<file path="config.mk">
export PLATFORM = sky130hd
export DESIGN_NAME = xpc_host
export DESIGN_NICKNAME = d
export VERILOG_FILES = /design/src/xpc_pkg.sv /design/src/xpc_host.sv
export SDC_FILE = /design/constraint.sdc
export NUM_CORES = 1
export LEC_CHECK = 0
export BUFFER_PORTS_ARGS = -buffer_cell sky130_fd_sc_hd__buf_4
export CAP_MARGIN = 25
export CORE_MARGIN = 3
export CORE_UTILIZATION = 45
export DETAILED_ROUTE_END_ITERATION = 7
export HOLD_SLACK_MARGIN = 0.12
export PLACE_DENSITY = 0.65
export SLEW_MARGIN = 0
export SYNTH_ARGS = -nofsm -noshare
export SYNTH_HDL_FRONTEND = slang
export SYNTH_SLANG_ARGS = --single-unit
</file>
<file path="constraint.sdc">
create_clock -name clock -period 2.5 [get_ports clock]
set_input_delay 0 -clock clock [delete_from_list [all_inputs] [get_ports clock]]
set_output_delay 0 -clock clock [all_outputs]
set_load 0.02 [all_outputs]
</file>
<file path="src/xpc_pkg.sv">
// Package for the crosspoint parallel-port host controller.
// Assumes a 100 MHz system clock; all pin timings are counted in cycles.
package xpc_pkg;

    // ==========================================================
    // Clock and pin timings
    // ==========================================================
    localparam int CLOCK_PERIOD_NS = 10;
    localparam int ADDR_SETUP_NS = 20;
    localparam int WRITE_LOW_NS = 40;
    localparam int DATA_SETUP_NS = 50;
    localparam int UPDATE_LOW_NS = 40;
    localparam int UPDATE_TO_WRITE_NS = 25;
    localparam int ADDR_SETUP_CYC =
        (ADDR_SETUP_NS + CLOCK_PERIOD_NS - 1) / CLOCK_PERIOD_NS;
    localparam int WRITE_LOW_RAW =
        (WRITE_LOW_NS + CLOCK_PERIOD_NS - 1) / CLOCK_PERIOD_NS;
    localparam int DATA_SETUP_CYC =
        (DATA_SETUP_NS + CLOCK_PERIOD_NS - 1) / CLOCK_PERIOD_NS;
    // Write low must satisfy both pulse width and data setup to rise
    localparam int WRITE_LOW_CYC =
        (WRITE_LOW_RAW > DATA_SETUP_CYC) ? WRITE_LOW_RAW : DATA_SETUP_CYC;
    localparam int UPDATE_LOW_CYC =
        (UPDATE_LOW_NS + CLOCK_PERIOD_NS - 1) / CLOCK_PERIOD_NS;
    localparam int UPDATE_TO_WRITE_CYC =
        (UPDATE_TO_WRITE_NS + CLOCK_PERIOD_NS - 1) / CLOCK_PERIOD_NS;

    // ==========================================================
    // Field layout
    // ==========================================================
    localparam int AMP_ADDR_W = 2;
    localparam int CHAN_CODE_W = 4;
    localparam int AMP_COUNT = 4;
    localparam int CODE_DISABLE_BIT = 3;
    localparam int TIMER_W = 4;
    localparam logic [CHAN_CODE_W-1:0] CODE_DISABLED = 4'h8;

    typedef enum logic [2:0] {
        XPC_IDLE,
        XPC_ADDR,
        XPC_WRITE,
        XPC_GAP,
        XPC_UPDATE,
        XPC_REST
    } xpc_state_t;

endpackage

</file>
<file path="src/xpc_host.sv">
// Host controller that drives the crosspoint's parallel select pins.
// Assumes requests come from logic on this clock; the status pin from the
// device world passes a three-stage synchroniser.
//
// Behaviour
// - Channel code is four parallel bits
// - Power-down high enters shutdown, else low
// - Serial mode needs chip-enable, write, update high
// - Serial select held high in parallel mode
// - Serial entry only with all strobes high
module xpc_host (
    // Clock and reset
    input wire logic clock,
    input wire logic rst_b,
    // Request side
    input wire logic req_valid,
    input wire logic [xpc_pkg::AMP_ADDR_W-1:0] req_amp,
    input wire logic [xpc_pkg::CHAN_CODE_W-1:0] req_code,
    input wire logic req_defer,
    input wire logic req_commit,
    input wire logic shutdown_req,
    output logic req_ready,
    output logic [xpc_pkg::CHAN_CODE_W*xpc_pkg::AMP_COUNT-1:0] amp_setting,
    output logic ext_fault,
    // Device pins
    input wire logic fault_pin,
    output logic chip_en_b,
    output logic write_b,
    output logic update_b,
    output logic serial_sel_b,
    output logic serial_din,
    output logic serial_clk,
    output logic power_down_in,
    output logic [xpc_pkg::AMP_ADDR_W-1:0] amp_addr,
    output logic [xpc_pkg::CHAN_CODE_W-1:0] chan_code
);

    // ==========================================================
    // Sequencer state
    // ==========================================================
    xpc_pkg::xpc_state_t state;
    xpc_pkg::xpc_state_t next_state;
    logic [xpc_pkg::TIMER_W-1:0] timer;
    logic [xpc_pkg::TIMER_W-1:0] next_timer;
    logic do_update;
    logic [xpc_pkg::CHAN_CODE_W*xpc_pkg::AMP_COUNT-1:0] pending;
    logic [2:0] fault_sync;

    wire logic timer_done = (timer == '0);
    wire logic take_req = req_ready & req_valid;
    wire logic [xpc_pkg::TIMER_W-1:0] addr_cyc =
        xpc_pkg::TIMER_W'(xpc_pkg::ADDR_SETUP_CYC - 1);
    wire logic [xpc_pkg::TIMER_W-1:0] write_cyc =
        xpc_pkg::TIMER_W'(xpc_pkg::WRITE_LOW_CYC - 1);
    wire logic [xpc_pkg::TIMER_W-1:0] update_cyc =
        xpc_pkg::TIMER_W'(xpc_pkg::UPDATE_LOW_CYC - 1);
    wire logic [xpc_pkg::TIMER_W-1:0] rest_cyc =
        xpc_pkg::TIMER_W'(xpc_pkg::UPDATE_TO_WRITE_CYC - 1);

    always_comb begin
        next_state = state;
        next_timer = timer_done ? timer : timer - 1'b1;
        case (state)
            xpc_pkg::XPC_IDLE: begin
                if (take_req) begin
                    next_state = xpc_pkg::XPC_ADDR;
                    next_timer = addr_cyc;
                end else if (req_commit) begin
                    next_state = xpc_pkg::XPC_UPDATE;
                    next_timer = update_cyc;
                end
            end
            xpc_pkg::XPC_ADDR: begin
                if (timer_done) begin
                    next_state = xpc_pkg::XPC_WRITE;
                    next_timer = write_cyc;
                end
            end
            xpc_pkg::XPC_WRITE: begin
                if (timer_done) begin
                    next_state = xpc_pkg::XPC_GAP;
                end
            end
            xpc_pkg::XPC_GAP: begin
                // Write rise precedes update fall; deferred writes stop here
                next_state = do_update ? xpc_pkg::XPC_UPDATE
                                       : xpc_pkg::XPC_REST;
                next_timer = do_update ? update_cyc : rest_cyc;
            end
            xpc_pkg::XPC_UPDATE: begin
                if (timer_done) begin
                    next_state = xpc_pkg::XPC_REST;
                    next_timer = rest_cyc;
                end
            end
            xpc_pkg::XPC_REST: begin
                if (timer_done) begin
                    next_state = xpc_pkg::XPC_IDLE;
                end
            end
            default: begin
                next_state = xpc_pkg::XPC_IDLE;
            end
        endcase
    end

    always_ff @(posedge clock or negedge rst_b) begin
        if (!rst_b) begin
            state <= xpc_pkg::XPC_IDLE;
            timer <= '0;
        end else begin
            state <= next_state;
            timer <= next_timer;
        end
    end

    // ==========================================================
    // Request capture and pin drive
    // ==========================================================
    wire logic next_chip_en_b = !(next_state == xpc_pkg::XPC_ADDR ||
                                  next_state == xpc_pkg::XPC_WRITE);
    wire logic next_write_b = !(next_state == xpc_pkg::XPC_WRITE);
    wire logic next_update_b = !(next_state == xpc_pkg::XPC_UPDATE);

    always_ff @(posedge clock or negedge rst_b) begin
        if (!rst_b) begin
            chip_en_b <= 1'b1;
            write_b <= 1'b1;
            update_b <= 1'b1;
            amp_addr <= '0;
            chan_code <= xpc_pkg::CODE_DISABLED;
            do_update <= 1'b0;
            req_ready <= 1'b0;
        end else begin
            chip_en_b <= next_chip_en_b;
            write_b <= next_write_b;
            update_b <= next_update_b;
            req_ready <= (next_state == xpc_pkg::XPC_IDLE) && !take_req;
            if (take_req) begin
                amp_addr <= req_amp;
                chan_code <= req_code;
                do_update <= !req_defer;
            end
        end
    end

    // Strap levels: parallel mode only, serial select parked high, serial data and clock low; power_down_in follows shutdown_req
    always_ff @(posedge clock or negedge rst_b) begin
        if (!rst_b) begin
            serial_sel_b <= 1'b1;
            serial_din <= 1'b0;
            serial_clk <= 1'b0;
            power_down_in <= 1'b0;
        end else begin
            serial_sel_b <= 1'b1;
            serial_din <= 1'b0;
            serial_clk <= 1'b0;
            power_down_in <= shutdown_req;
        end
    end

    // ==========================================================
    // Shadow of the device's amplifier settings
    // ==========================================================
    // Pending mirrors the input latches, amp_setting the switch latches
    genvar g;
    for (g = 0; g < xpc_pkg::AMP_COUNT; g++) begin : g_amp
        localparam int LO = g * xpc_pkg::CHAN_CODE_W;
        wire logic sel = (amp_addr == xpc_pkg::AMP_ADDR_W'(g));
        always_ff @(posedge clock or negedge rst_b) begin
            if (!rst_b) begin
                pending[LO +: xpc_pkg::CHAN_CODE_W] <= xpc_pkg::CODE_DISABLED;
                amp_setting[LO +: xpc_pkg::CHAN_CODE_W] <=
                    xpc_pkg::CODE_DISABLED;
            end else begin
                if (!write_b && !chip_en_b && sel) begin
                    pending[LO +: xpc_pkg::CHAN_CODE_W] <= chan_code;
                end
                if (!update_b) begin
                    amp_setting[LO +: xpc_pkg::CHAN_CODE_W] <=
                        pending[LO +: xpc_pkg::CHAN_CODE_W];
                end
            end
        end
    end

    // Three-stage sampler; second and third stages must agree
    always_ff @(posedge clock or negedge rst_b) begin
        if (!rst_b) begin
            fault_sync <= '0;
            ext_fault <= 1'b0;
        end else begin
            fault_sync <= {fault_sync[1:0], fault_pin};
            if (fault_sync[1] == fault_sync[2]) begin
                ext_fault <= fault_sync[2];
            end
        end
    end

    // ==========================================================
    // Checks
    // ==========================================================
    write_needs_ce_a: assert property (@(posedge clock) disable iff (!rst_b)
        !write_b |-> !chip_en_b)
        else $error("write low without chip enable");
    write_width_a: assert property (@(posedge clock) disable iff (!rst_b)
        $fell(write_b) |-> !write_b [*5])
        else $error("write pulse too short");
    no_overlap_a: assert property (@(posedge clock) disable iff (!rst_b)
        !(!write_b && !update_b))
        else $error("write and update low together");
    update_width_a: assert property (@(posedge clock) disable iff (!rst_b)
        $fell(update_b) |-> !update_b [*4])
        else $error("update pulse too short");
    serial_parked_a: assert property (@(posedge clock) disable iff (!rst_b)
        serial_sel_b && !serial_clk && !serial_din)
        else $error("serial pins not parked");
    addr_setup_a: assert property (@(posedge clock) disable iff (!rst_b)
        $fell(write_b) |-> $stable(amp_addr) && $past(!chip_en_b))
        else $error("address not set up before write");
    update_copies_a: assert property (@(posedge clock) disable iff (!rst_b)
        !update_b |=> amp_setting == $past(pending))
        else $error("switch shadow did not follow input shadow");
    power_down_a: assert property (@(posedge clock) disable iff (!rst_b)
        shutdown_req |=> power_down_in)
        else $error("power down not driven");
    disabled_reset_a: assert property (@(posedge clock)
        !rst_b |-> update_b && serial_sel_b)
        else $error("strobes not high in reset");
    mode_strobes_a: assert property (@(posedge clock) disable iff (!rst_b)
        chip_en_b |-> write_b)
        else $error("write low while deselected");
    data_hold_a: assert property (@(posedge clock) disable iff (!rst_b)
        !write_b |-> $stable(chan_code))
        else $error("code moved during write");

    write_cov: cover property (@(posedge clock) disable iff (!rst_b)
        $rose(write_b) ##1 !update_b);
    defer_cov: cover property (@(posedge clock) disable iff (!rst_b)
        $rose(write_b) ##2 update_b);
    commit_cov: cover property (@(posedge clock) disable iff (!rst_b)
        req_commit && req_ready);
    disable_cov: cover property (@(posedge clock) disable iff (!rst_b)
        !write_b && chan_code[xpc_pkg::CODE_DISABLE_BIT]);

    // Shutdown does not block writes: the device loads inputs while down
    shutdown_write_cov: cover property (@(posedge clock)
        disable iff (!rst_b) power_down_in && !write_b);

endmodule

</file>
==> impl_metrics.yaml, run 1 <==
synth:
  synth_area_per_cell_um2: 13.0
  yosys_warnings: 0
  synth-main-ff-cell: "dfrtp_1"
  synth_cells: 182
  syn-cell-area_mm2: 0.00236
  async_flop_share_pct: 100
  yosys.cell_types.count: 44
  ys_seq_area_share_pct: 58.9
  synth-edff-count: 0
  yosys_register_bits: 55
clocking:
  h-tree-depth: 2
  clk_latency_ps: 300
  cts_resized: 0
  path_clk_slew_ps: 90
  cts_buffers: 5
  clk_path_buf_depth: 2
  cts_root_buffer: "clkbuf_8"
  cts_tree: "done"
  clock-sinks: 55
final_layout:
  area_delta_synth_final_pct: 23.8
  final_nets: 246
  instances_no_fill: 299
  antennaDiodeCount: 0
  drive_above_1_share_pct: 42.2
worst_setup_path:
  path_max_fanout: 9
  cp.arrival_ps: 2140
  worst_setup_path_end_kind: "flip-flop"
  cp-start-kind: "flip-flop"
  required_ps: 2690
  critPathKind: "reg -> reg"
route:
  drtIter0Drc: 112
  drt-pass1-iter-count: 4
  antenna_left: 0
  vias: 1560
  viasPerCell: 5.22
  drt-total-wl_mm: 4.45
  post-route-drc-count: 0
  wl_per_cell_um: 14.9
sta:
  min_period_over_period_pct: 78.0
  fin_setup_tns_ps: 0
  maxSlewViolCount: 0
  clock.fmax_mhz: 513
  finClkSkew_ps: 7.62
  rsz0062_at_grt: "no"
  setup_violations: 0
  finalCriticalPeriod_ps: 1950
  worst_slew_pin_slew_ps: 666
  max_slew_margin_pct: 55.6
  hold_viol: 0
min_path:
  hp-class: "in -> async"
place:
  place_inst: 278
  gp_congestion: 0.979
  io_buffers: 40
  hpwl_mm: 3.11
global_routing:
  grt_max_degree: 56
  grt_pass1_wl_mm: 7.56
  antenna_found_initial: 0
  grt_pass1_vias: 1538
  grt_usage_pct: 15.8
  grt_overflow: 0
job:
  max_cap_violations: 0
floorplanning:
  num_rows: 25
  die_w_um: 78.4
  io_pins: 44
  dieArea_mm2: 0.00615
  initial_core_util_pct: 48.4
  die_y_um: 78.4
  core_mm2: 0.00488
power:
  power_density_mw_per_mm2: 940
  vdd_drop_max_v: 0.000478
  leakagePower_uw: 0.00136
run_status:
  status: "complete, no violations"
## critical path, cell delays in order, from the launching register on
cell and delay, ps:
dfrtp_1 430, inv_1 80, ha_1 210, nor3b_4 390, inv_2 110, ha_1 290
a211oi_1 40, a311o_1 290
## registers in the layout, summed over array words and instances, names as in the netlist, 2 cells and up
register,cells
chan_code,4
amp_setting,16
state,3
timer,4
amp_addr,2
fault_sync,3
pending,16
## cell usage after synthesis (2+ instances only)
library cell	instances	area, µm²
dfrtp_1	43	1080
mux2_2	36	405
dfstp_2	12	315
a21oi_1	9	45.0
nand2_1	8	30.0
nor2_1	6	22.5
buf_2	5	25.0
nand2b_1	5	31.3
o21ai_0	5	25.0
buf_4	3	22.5
clkbuf_1	3	11.3
inv_1	3	11.3
nor2b_1	3	18.8
o21ai_1	3	15.0
and3_1	2	12.5
conb_1	2	7.51
ha_1	2	25.0
mux2_1	2	22.5
nand3_1	2	10.0
nor3_1	2	10.0
nor3b_1	2	15.0
o22ai_1	2	12.5
## final cells by class
class | instances | area [µm²]
Timing Repair Buffer | 53 | 430
Clock buffer | 7 | 76.3
Tap cell | 67 | 83.8
Multi-Input combinational cell | 112 | 896
Sequential cell | 55 | 1390
Inverter | 4 | 15.0
Clock inverter | 1 | 30.0
Fill cell | 420 | 1960
## worst paths after layout
| path | endpoint | slack [ps] | cells past startpoint | startpoint |
|---|---|---|---|---|
| worst max-delay path | timer[0] | 550 | 7 | timer[1] |
| worst min-delay path | pending[14] | 270 | 2 | rst_b |
| worst max register to register | timer[0] | 550 | 7 | timer[1] |
| worst min register to register | fault_sync[1] | 360 | 0 | fault_sync[0] |
| max in group asynchronous | ext_fault | 1780 | 2 | rst_b |
| min in group clock | power_down_in | 350 | 2 | shutdown_req |
## layout by cell type (no fill, tap or decap), drive strengths merged, types with 3 or more instances in the layout
cell type / netlist / layout
a21oi: 9 / 9
nor2: 6 / 6
nand2b: 5 / 5
clkbuf: 3 / 7
nand2: 8 / 8
nor3b: 3 / 3
dlygate4sd3: 0 / 13
dfstp: 12 / 12
nor3: 3 / 3
nor2b: 3 / 3
buf: 9 / 40
mux2: 38 / 38
conb: 2 / 3
dfrtp: 43 / 43
inv: 4 / 4
o21ai: 8 / 8
## per-stage QoR
step	area [µm²]	setup slack (ps)	total power (µW)	hold slack, ps	utilization, %
2_1_floorplan	2360	751	1880	-296	-
3_3_place_gp	2690	657	2150	70.3	55.1
3_5_place_dp	2690	556	2180	88.7	55.1
4_1_cts	2920	542	2780	301	59.9
5_1_grt	2920	437	2940	318	59.9
6_report	2920	550	2750	271	59.9
## power by group
group	internal (µW)	leakage, µW	switching, µW	total [µW]
Clock	300	0.0000524	260	560
Combinational	450	0.000615	391	841
Sequential	1060	0.000690	289	1340
## metal layers
metal / wire length (µm) / vias to the layer above / global-route usage [%]
li1: - / 741 / -
met1: 1940 / 757 / 19.6
met2: 2250 / 50 / 27.2
met3: 176 / 12 / 3.67
met4: 89 / 0 / 5.42
met5: 0 / - / 0
## timing repair
action / CTS / global route
endpoints found under the setup margin: 0 / 0
hold buffers: 13 / 0
buffers inserted: 0 / 0
hold endpoints to repair: 54 / 0
## logic make-up (layout without fill, tap and decap cells)
logic type	count (synthesis)	count (layout)	synth area share (%)
buffers and inverters	16	65	3.29
and+or+nand+nor	37	37	9.49
DFF	55	55	58.9
AOI/OAI and AO/OA	29	29	7.58
muxes	39	39	18.5
other	2	3	0.318
adders and majority gates	3	3	1.48
xor gates and xnor gates	1	1	0.371
No activity file was read; power rests on OpenSTA's default activity.
==> inputs of run 2 (changes only) <==
Clock period 2.5 ns to 1.8 ns, I/O delays scaled along.
==> run 2 against run 1 <==
First-iteration DRC count shrank 37%. Core utilization is 0.64 points higher. Clock skew increased by 0.90 ps. Via count grew 1.1%. Cell count up 1.3%. Sequential power increased by 37%.
==> impl_metrics.yaml, run 2 (same netlist as run 1, synthesis figures left out) <==
run_status:
  status: "complete, no violations"
sta:
  worst_slew_pin_slew_ps: 670
  finalCriticalPeriod_ps: 1720
  finClkSkew_ps: 8.52
  clock.fmax_mhz: 581
  min_period_over_period_pct: 95.5
  setup_violations: 0
  hold_viol: 0
  max_slew_margin_pct: 55.4
  hold_ws_ps: 274
  maxSlewViolCount: 0
worst_setup_path:
  critPathKind: "reg -> reg"
  r2r_cells: 7
  cp-start-kind: "flip-flop"
  cp.arrival_ps: 1910
  path_max_fanout: 6
  required_ps: 1990
  worst_setup_path_end_kind: "flip-flop"
final_layout:
  final_cell_mix: "buf_4, dfrtp_1, mux2_2"
  final_nets: 250
  drive_above_1_share_pct: 44.1
  area_delta_synth_final_pct: 25.1
  fill_cells: 396
  antennaDiodeCount: 0
  layout.cells.most_common: "buf_4"
  design_area_mm2: 0.00295
  largestRegisters: "amp_setting (16), pending (16)"
global_routing:
  grt_usage_pct: 15.9
  antenna_found_initial: 0
  grt_overflow: 0
  grt_max_degree: 56
  grt_pass1_wl_mm: 7.60
  grt_pass1_vias: 1535
route:
  drt-pass1-iter-count: 4
  drt-total-wl_mm: 4.55
  post-route-drc-count: 0
  drtIter0Drc: 71
  wl_per_cell_um: 15.0
  vias: 1577
  viasPerCell: 5.20
  antenna_left: 0
clocking:
  cts_buffers: 5
  h-tree-depth: 2
  clk_latency_ps: 300
  path_clk_slew_ps: 90
  clk_path_buf_depth: 2
  cts_tree: "done"
  clock-sinks: 55
  cts_root_buffer: "clkbuf_8"
floorplanning:
  initial_core_util_pct: 48.4
  num_rows: 25
  dieArea_mm2: 0.00615
  io_pins: 44
  die_y_um: 78.4
  die_w_um: 78.4
  core_mm2: 0.00488
place:
  gp_congestion: 0.893
  hpwl_mm: 3.12
  place_area_mm2: 0.00271
  io_buffers: 40
power:
  power_density_mw_per_mm2: 1290
  vdd_drop_max_v: 0.000814
  leakagePower_uw: 0.00137
min_path:
  hp-class: "in -> async"
job:
  max_cap_violations: 0
[run 2: cell types whose count changed in the layout (fill, tap and decap cells not counted)]
| cell | delta |
|---|---|
| buf_4 | +4 |
| ha_4 | +1 |
| clkbuf_8 | +1 |
| clkinv_4 | +1 |
| ha_1 | -1 |
| clkbuf_1 | -1 |
| bufinv_16 | -1 |
[run 2: through the flow]
step / TNS [ps] / utilization, % / setup slack [ps] / total power [µW] / std cells
3_3_place_gp: 0 / 55.5 / 130 / 3020 / 281
2_1_floorplan: 0 / - / 51.2 / 2620 / 183
5_1_grt: -8.62 / 60.5 / -8.62 / 4070 / 303
3_5_place_dp: 0 / 55.5 / 55.5 / 3060 / 281
4_1_cts: 0 / 60.1 / 44.2 / 3800 / 302
6_report: 0 / 60.5 / 80.1 / 3820 / 303
[run 2: final cells by class]
class	instances	area (µm²)	area share, %
clock buffers	7	86.3	2.92
clock inverters	1	8.76	0.296
inverters	4	15.0	0.508
multi-input cells	112	908	30.7
flip-flops and latches	55	1390	47.1
well taps	67	83.8	2.84
repair buffers	57	460	15.6
[run 2: critical path, stage by stage (launching register included)]
cell and delay [ps]:
dfrtp_1 430, inv_1 110, ha_4 160, nor3b_4 210, inv_2 90, ha_1 280
a211oi_1 40, a311o_1 290
[run 2: repair_timing]
action / 4_1_cts / 5_1_grt
endpoints found under the hold margin: 54 / 0
setup endpoints to repair: 0 / 3
gates resized for setup: 0 / 2
hold buffers: 13 / 0
buffers inserted: 0 / 1
[run 2: layer usage]
metal  share of wire (%)  GRT usage [%]
met1                  43           19.9
met5                   0              0
met3                 3.8           3.56
met2                  51           27.6
met4                 1.6           4.72
[run 2: worst paths after layout]
kind	slack [ps]	startpoint	end
min	270	rst_b	amp_setting[12]
max	80	timer[1]	timer[0]
min reg2reg	370	fault_sync[0]	fault_sync[1]
max in group asynchronous	1080	rst_b	fault_sync[2]
min in group clock	360	fault_pin	fault_sync[0]
max reg2reg	80	timer[1]	timer[0]
[run 2: where the power goes]
part	internal, µW	switching [µW]	total, µW
combinational	694	595	1290
sequential	1470	375	1840
clock	316	371	687
